==> config.mk <==
export PLATFORM = sky130hd
export DESIGN_NAME = sgfac_ctrl
export DESIGN_NICKNAME = d
export VERILOG_FILES = /design/src/hw/sgfac_pkg.sv /design/src/hw/sgfac_ctrl.sv
export SDC_FILE = /design/constraint.sdc
export NUM_CORES = 1
export LEC_CHECK = 0
export ABC_CLOCK_PERIOD_IN_PS = 5480
export BUFFER_PORTS_ARGS = -buffer_cell sky130_fd_sc_hd__clkbuf_2
export CORE_MARGIN = 1
export CORE_UTILIZATION = 45
export DETAILED_ROUTE_END_ITERATION = 10
export PLACE_DENSITY = 0.74
export SYNTH_ARGS = -nofsm -noshare
export SYNTH_HDL_FRONTEND = slang
export SYNTH_SLANG_ARGS = --single-unit
==> constraint.sdc <==
create_clock -name clock -period 5.48 [get_ports clock]
set_input_delay 0.274 -clock clock [delete_from_list [all_inputs] [get_ports clock]]
set_output_delay 0.274 -clock clock [all_outputs]
set_load 0.005 [all_outputs]
==> src/hw/sgfac_pkg.sv <==
// Constants for the global frame and aging control bank
`default_nettype none
package sgfac_pkg;
    localparam logic [7:0] ADDR_GLOBAL_CONTROL_ZERO = 8'h02;
    localparam logic [7:0] ADDR_GLOBAL_CONTROL_ONE = 8'h03;
    // global_control_zero fields
    localparam int BIT_PAUSE_FILTER = 1;
    localparam int BIT_LINK_CHANGE_AGE = 0;
    // global_control_one fields
    localparam int BIT_PASS_ALL = 7;
    localparam int BIT_TX_FC_DIS = 5;
    localparam int BIT_RX_FC_DIS = 4;
    localparam int BIT_LEN_CHECK = 3;
    localparam int BIT_AGING_EN = 2;
    // Writable masks; other bits hold their reset value
    localparam logic [7:0] MASK_ZERO = 8'h03;
    localparam logic [7:0] MASK_ONE = 8'hbc;
    localparam logic [7:0] RESET_ZERO = 8'h00;
    // Frame matching constants
    localparam logic [15:0] PAUSE_TYPE = 16'h8808;
    localparam logic [47:0] PAUSE_DA = 48'h0180_c200_0001;
    localparam logic [15:0] MAX_LEN_CHECK = 16'h05dc;
    // Timing
    localparam int CLOCK_HZ = 10_000_000;
    localparam int FAST_AGE_US = 800;
    localparam int FAST_AGE_CYCLES = FAST_AGE_US * (CLOCK_HZ / 1_000_000);
    localparam int NORMAL_AGE_S = 300;
    localparam int NORMAL_AGE_JITTER_S = 75;
    localparam int NORMAL_AGE_TOTAL_S = NORMAL_AGE_S + NORMAL_AGE_JITTER_S;
endpackage
`default_nettype wire

==> src/hw/sgfac_ctrl.sv <==
// Global frame filter, flow control and address aging control bank
// Notes on behaviour
// - With pause filtering on, frames of type 0x8808 or to 01-80-C2-00-00-01 are dropped.
// - With pause filtering off, only genuine flow control frames are dropped as pause frames.
// - With link-change aging on, a port going down outside a fast pass starts one fast aging pass lasting 800 us.
// - After the fast pass the aging logic goes back to its normal period of 300 plus 75 seconds.
// - With link-change aging on, any port losing link outside a fast pass ages out every learned address.
// - Pass-all mode forwards every frame, errored ones too, for debug with mirroring.
// - Transmit flow control disable at zero lets the autonegotiation result enable it.
// - Receive flow control disable at zero follows autonegotiation, at one keeps it off.
// - Both flow control disable bits reset from one shared strap, then are written separately.
// - Length checking drops IEEE frames below 1500 whose length field mismatches the real length.
// - Aging enable turns normal aging on or off and resets from a strap pulled up by default.
//
// The strobed register port was chosen for this implementation.
`default_nettype none
module sgfac_ctrl #(
    parameter int NUM_PORTS = 5,
    parameter int FAST_AGE_LEN = sgfac_pkg::FAST_AGE_CYCLES,
    parameter int NORMAL_TICKS_PER_S = sgfac_pkg::CLOCK_HZ
) (
    input wire logic clock,
    input wire logic nrst,
    // Register port
    input wire logic [7:0] reg_addr,
    input wire logic [7:0] reg_wdata,
    input wire logic reg_write,
    input wire logic reg_read,
    output logic [7:0] reg_rdata,
    // Straps
    input wire logic flow_ctrl_strap_pin,
    input wire logic aging_strap_pin,
    // Receive frame classification, one-cycle strobe per frame end
    input wire logic rx_frame_valid,
    input wire logic [47:0] rx_dest_addr,
    input wire logic [15:0] rx_type_len,
    input wire logic [15:0] rx_actual_len,
    input wire logic rx_frame_error,
    input wire logic rx_is_flow_ctrl,
    output logic rx_drop_q,
    output logic rx_forward_q,
    // Flow control
    input wire logic [NUM_PORTS-1:0] an_tx_pause,
    input wire logic [NUM_PORTS-1:0] an_rx_pause,
    output logic [NUM_PORTS-1:0] tx_fc_en_q,
    output logic [NUM_PORTS-1:0] rx_fc_en_q,
    // Aging
    input wire logic [NUM_PORTS-1:0] port_link_up,
    output logic age_enable,
    output logic fast_age_active,
    output logic flush_all_q,
    output logic normal_age_tick_q,
    output logic pass_all_mode
);
    import sgfac_pkg::*;

    typedef enum logic [1:0] {SGFAC_NORMAL, SGFAC_FAST} sgfac_age_e;

    logic [7:0] ctrl_zero_q;
    logic [7:0] ctrl_one_q;
    logic strap_done_q;
    logic [NUM_PORTS-1:0] link_q;
    logic link_lost;
    sgfac_age_e age_state_q;
    logic [31:0] fast_cnt_q;
    logic [31:0] sec_cnt_q;
    logic [31:0] tick_cnt_q;

    // ----------------------------------------
    // Register file
    // ----------------------------------------
    always_ff @(posedge clock or negedge nrst)
    begin
        if (!nrst)
        begin
            ctrl_zero_q <= RESET_ZERO;
            ctrl_one_q <= 8'h00;
            strap_done_q <= 1'b0;
        end
        else if (!strap_done_q)
        begin
            strap_done_q <= 1'b1;
            ctrl_one_q[BIT_TX_FC_DIS] <= flow_ctrl_strap_pin;
            ctrl_one_q[BIT_RX_FC_DIS] <= flow_ctrl_strap_pin;
            ctrl_one_q[BIT_AGING_EN] <= aging_strap_pin;
        end
        else if (reg_write)
        begin
            if (reg_addr == ADDR_GLOBAL_CONTROL_ZERO)
                ctrl_zero_q <= reg_wdata & MASK_ZERO;
            if (reg_addr == ADDR_GLOBAL_CONTROL_ONE)
                ctrl_one_q <= reg_wdata & MASK_ONE;
        end
    end

    always_ff @(posedge clock or negedge nrst)
    begin
        if (!nrst)
            reg_rdata <= 8'h00;
        else if (reg_read && reg_addr == ADDR_GLOBAL_CONTROL_ZERO)
            reg_rdata <= ctrl_zero_q;
        else if (reg_read && reg_addr == ADDR_GLOBAL_CONTROL_ONE)
            reg_rdata <= ctrl_one_q;
        else
            reg_rdata <= 8'h00;
    end

    assign pass_all_mode = ctrl_one_q[BIT_PASS_ALL];
    assign age_enable = ctrl_one_q[BIT_AGING_EN];

    // ----------------------------------------
    // Receive filter
    // ----------------------------------------
    function automatic logic frame_dropped(input logic pause_filt, input logic len_chk);
        logic pause_hit;
        logic len_bad;
        pause_hit = pause_filt ? (rx_type_len == PAUSE_TYPE || rx_dest_addr == PAUSE_DA)
                               : rx_is_flow_ctrl;
        len_bad = len_chk && rx_type_len < MAX_LEN_CHECK && rx_type_len != rx_actual_len;
        frame_dropped = pause_hit || len_bad || rx_frame_error;
    endfunction

    always_ff @(posedge clock or negedge nrst)
    begin
        if (!nrst)
        begin
            rx_drop_q <= 1'b0;
            rx_forward_q <= 1'b0;
        end
        else
        begin
            if (rx_frame_valid && ctrl_one_q[BIT_PASS_ALL])
            begin
                rx_drop_q <= 1'b0;
                rx_forward_q <= 1'b1;
            end
            else
            begin
                rx_drop_q <= rx_frame_valid && frame_dropped(ctrl_zero_q[BIT_PAUSE_FILTER],
                                                             ctrl_one_q[BIT_LEN_CHECK]);
                rx_forward_q <= rx_frame_valid && !frame_dropped(ctrl_zero_q[BIT_PAUSE_FILTER],
                                                                 ctrl_one_q[BIT_LEN_CHECK]);
            end
        end
    end

    // ----------------------------------------
    // Flow control enables
    // ----------------------------------------
    always_ff @(posedge clock or negedge nrst)
    begin
        if (!nrst)
        begin
            tx_fc_en_q <= '0;
            rx_fc_en_q <= '0;
        end
        else
        begin
            tx_fc_en_q <= ctrl_one_q[BIT_TX_FC_DIS] ? '0 : an_tx_pause;
            rx_fc_en_q <= ctrl_one_q[BIT_RX_FC_DIS] ? '0 : an_rx_pause;
        end
    end

    // ----------------------------------------
    // Aging engine
    // ----------------------------------------
    always_ff @(posedge clock or negedge nrst)
    begin
        if (!nrst)
            link_q <= '0;
        else
            link_q <= port_link_up;
    end

    assign link_lost = |(link_q & ~port_link_up);
    assign fast_age_active = (age_state_q == SGFAC_FAST);

    always_ff @(posedge clock or negedge nrst)
    begin
        if (!nrst)
        begin
            age_state_q <= SGFAC_NORMAL;
            fast_cnt_q <= 32'h0000_0000;
            flush_all_q <= 1'b0;
        end
        else
        begin
            flush_all_q <= 1'b0;
            case (age_state_q)
                SGFAC_NORMAL:
                begin
                    if (link_lost && ctrl_zero_q[BIT_LINK_CHANGE_AGE])
                    begin
                        age_state_q <= SGFAC_FAST;
                        flush_all_q <= 1'b1;
                        fast_cnt_q <= 32'h0000_0000;
                    end
                end
                SGFAC_FAST:
                begin
                    if (fast_cnt_q >= 32'(FAST_AGE_LEN - 1))
                        age_state_q <= SGFAC_NORMAL;
                    else
                        fast_cnt_q <= fast_cnt_q + 32'h0000_0001;
                end
                default:
                    age_state_q <= SGFAC_NORMAL;
            endcase
        end
    end

    // Normal aging tick every NORMAL_AGE_TOTAL_S seconds
    always_ff @(posedge clock or negedge nrst)
    begin
        if (!nrst)
        begin
            tick_cnt_q <= 32'h0000_0000;
            sec_cnt_q <= 32'h0000_0000;
            normal_age_tick_q <= 1'b0;
        end
        else
        begin
            normal_age_tick_q <= 1'b0;
            if (!age_enable || fast_age_active)
            begin
                tick_cnt_q <= 32'h0000_0000;
                sec_cnt_q <= 32'h0000_0000;
            end
            else if (tick_cnt_q == 32'(NORMAL_TICKS_PER_S - 1))
            begin
                tick_cnt_q <= 32'h0000_0000;
                if (sec_cnt_q == 32'(NORMAL_AGE_TOTAL_S - 1))
                begin
                    sec_cnt_q <= 32'h0000_0000;
                    normal_age_tick_q <= 1'b1;
                end
                else
                    sec_cnt_q <= sec_cnt_q + 32'h0000_0001;
            end
            else
                tick_cnt_q <= tick_cnt_q + 32'h0000_0001;
        end
    end
endmodule
`default_nettype wire

==> impl_metrics.env <==
export IMPL_cap_violations=0
export IMPL_grt_pass1_wl_mm=25.3
export IMPL_clock_sinks=131
export IMPL_status="finished clean"
export IMPL_avgSynthCellArea_sq_um=10.1
export IMPL_synth_main_ff_cell="dfrtp_1"
export IMPL_post_cts_setup_buffers=0
export IMPL_hold_viol_final=0
export IMPL_wl_mm=15.0
export IMPL_hold_class="in -> async"
export IMPL_grt_max_degree=83
export IMPL_firstDrtPassIters=5
export IMPL_synth_area_leaders="dfrtp_1, a21oi_1, nand4_1"
export IMPL_clk_latency_ps=420
export IMPL_ir_drop_uv=231
export IMPL_htree_levels=4
export IMPL_final_util_pct=56.9
export IMPL_clock_path_buffers=2
export IMPL_chipHeight_um=123
export IMPL_synth_mux_area_share_pct=1.30
export IMPL_async_flop_share_pct=100
export IMPL_antenna_found_initial=0
export IMPL_ys_warn_count=0
export IMPL_yosysMostFrequentCell="dfrtp_1"
export IMPL_fmax_ghz=0.364
export IMPL_synth_edf_count=0
export IMPL_finalCriticalPeriod_ps=2750
export IMPL_pwr_share_seq_pct=43.6
export IMPL_p_sw_mw=0.533
export IMPL_p_sw_share_pct=23.6
export IMPL_powerDensity_nw_per_um2=282
export IMPL_rows=43
export IMPL_n_antenna_cell=0
export IMPL_slew_headroom_pct=33.8
export IMPL_core_sq_um=14000
export IMPL_yosys_area_share_simple_pct=27.8
export IMPL_dpl_cell_area_sq_um=7340
export IMPL_endpoint_kind="flip-flop"
export IMPL_critPathRequiredTime_ps=5800
export IMPL_critPathMaxFanout=25
export IMPL_ys_seq_area_share_pct=50.1
export IMPL_setup_violations=0
export IMPL_grt_pass1_vias=5365
export IMPL_layout_worst_path_cycle_share_pct=50.2
export IMPL_track_usage_pct=21.7
export IMPL_worst_pin_slew_ps=994
export IMPL_overflow=0
export IMPL_pin_count=145
export IMPL_clockPowerShare_pct=51.6
export IMPL_syn_instance_count=650
export IMPL_port_buffers=142
export IMPL_wl_per_cell_um=15.2
export IMPL_die_x_um=123
export IMPL_root_buffer="clkbuf_16"
export IMPL_layout_nets=923
export IMPL_synth_nets=774
export IMPL_route_detailed_drc=0
export IMPL_cts_tree="done"
export IMPL_start_util_pct=46.6
export IMPL_num_vias=5505
export IMPL_gp_congestion=0.814
export IMPL_worstSetupStartpointType="flip-flop"
export IMPL_yosys_area_top_type="dfrtp_1"
export IMPL_path_clk_slew_ps=70
export IMPL_drtIter0Drc=353
export IMPL_synth_adder_area_share_pct=0.765
export IMPL_synth_top_family_by_area="simple AND/OR/NAND/NOR gates"
export IMPL_rsz0062_at_grt="no"
export IMPL_cts_resized=0
export IMPL_synth_compound_area_share_pct=10.7
export IMPL_crit_type="reg -> reg"
export IMPL_dpl_hpwl_mm=10.6
export IMPL_cts_made_buffers=17
export IMPL_slew_viol_final=0
export IMPL_comb_power_share_pct=4.7
export IMPL_clock_skew_ps=13.2
export IMPL_setup_tns_ps=0
export IMPL_dieArea_sq_um=15000
export IMPL_synth_seq_cells=131
export IMPL_area_growth_pct=22.3
export IMPL_drive_above_1_share_pct=25.5
export IMPL_stdcell_area_sq_um=8000
export IMPL_synth_xor_area_share_pct=5.36
export IMPL_ant_nets=0
export IMPL_p_int_mw=1.72
export IMPL_netlist_top_cells_count="dfrtp_1, a21oi_1, nor2_1, nand2_1, nand3_1"
export IMPL_critPathArrivalTime_ps=3060
export IMPL_viasPerCell=5.55
export IMPL_synth_top_cell_area_share_pct=50.1
export IMPL_syn_cell_area_sq_um=6540
export IMPL_synth_cell_type_count=62
export IMPL_p_leak_nw=3.50
[worst paths after layout]
check                                                 from                    endpoint  slack [ps]  cells past startpoint
worst min register to register  fast_cnt_q[23]$_DFFE_PN0P_  fast_cnt_q[23]$_DFFE_PN0P_         490                      1
min in group clock                          an_tx_pause[1]     tx_fc_en_q[1]$_DFF_PN0_          60                      2
worst max-delay path             sec_cnt_q[12]$_DFFE_PN0P_   sec_cnt_q[21]$_DFFE_PN0P_        2730                      5
worst min-delay path                                  nrst  fast_cnt_q[10]$_DFFE_PN0P_          30                      1
max in group asynchronous                             nrst   sec_cnt_q[14]$_DFFE_PN0P_        4230                      2
worst max register to register   sec_cnt_q[12]$_DFFE_PN0P_   sec_cnt_q[21]$_DFFE_PN0P_        2730                      5
[layout make-up]
class / count / area, sq um
inverter: 20 / 75.1
sequential: 131 / 3280
clock inverter: 15 / 181
fill: 1199 / 6050
tap: 180 / 225
timing repair buffer: 151 / 793
multi-input combinational: 478 / 3020
clock buffer: 17 / 425
[layer usage]
layer	vias up	wire (um)	GRT usage, %
met5	-	0	0
met4	0	195	7.62
met3	17	643	4.88
met2	143	7580	37.6
met1	2640	6620	26.5
li1	2705	-	-
[per-stage QoR]
| stage | total power [mW] | worst slack (ps) | cells | hold WS (ps) |
|---|---|---|---|---|
| 2_1_floorplan | 1.03 | 3240 | 650 | -21.6 |
| 3_3_place_gp | 1.11 | 2740 | 955 | 400 |
| 3_5_place_dp | 1.11 | 2730 | 955 | 406 |
| 4_1_cts | 2.28 | 2730 | 992 | 57.2 |
| 5_1_grt | 2.34 | 2540 | 992 | 66.7 |
| 6_report | 2.26 | 2730 | 992 | 28.8 |
[flip-flops by register name (all words and copies together) (netlist names), 2 cells and up]
name and cells:
fast_cnt_q 32, tick_cnt_q 32, sec_cnt_q 32, link_q 5, ctrl_one_q 5, rx_fc_en_q 5, ctrl_zero_q 2, reg_rdata 7
tx_fc_en_q 5
[critical path, cell delays in order (launching register included)]
cell and delay, ps:
dfrtp_1 410, or4_1 530, or4_1 530, or3_4 370, o21ai_4 560, o21ba_2 250
[cell families (layout without fill, tap and decap cells)]
logic type | after synthesis | in the layout
adders and majority gates | 4 | 4
DFF | 131 | 131
other | 2 | 2
buffers and inverters | 41 | 203
and+or+nand+nor | 312 | 312
xor gates and xnor gates | 40 | 40
muxes | 8 | 8
AOI/OAI and AO/OA | 112 | 112
[timing repair]
item	in CTS	in global routing
endpoints found under the setup margin	0	0
hold buffers	5	0
hold endpoints to repair	5	0
[power by group through the flow]
stage | clock network, mW | logic, mW | registers (mW)
after global routing | 1.24 | 0.121 | 0.986
after CTS | 1.19 | 0.109 | 0.985
after detailed placement | 0 | 0.105 | 1.00
after floorplan | 0 | 0.0259 | 1.00
final | 1.17 | 0.106 | 0.985
after global placement | 0 | 0.104 | 1.00
[cells in the final DEF, fill, tap and decap left out, drive strengths merged, types with 3 or more instances in the layout]
cell type / n
a21oi: 46
o31ai: 14
nand4b: 3
clkbuf: 158
nand2b: 4
nor2: 44
nor2b: 11
o21ai: 26
nand3: 36
and4: 9
mux2: 4
xor2: 19
nor4b: 11
mux2i: 4
or4: 17
xnor2: 21
nor4: 22
nor3: 8
clkinv: 3
dlygate4sd3: 5
nand3b: 3
and2: 27
o22ai: 6
buf: 5
or3: 22
ha: 4
nand2: 41
and3: 16
nand4: 35
dfrtp: 131
inv: 30
Power figures use the tool's default switching activity.
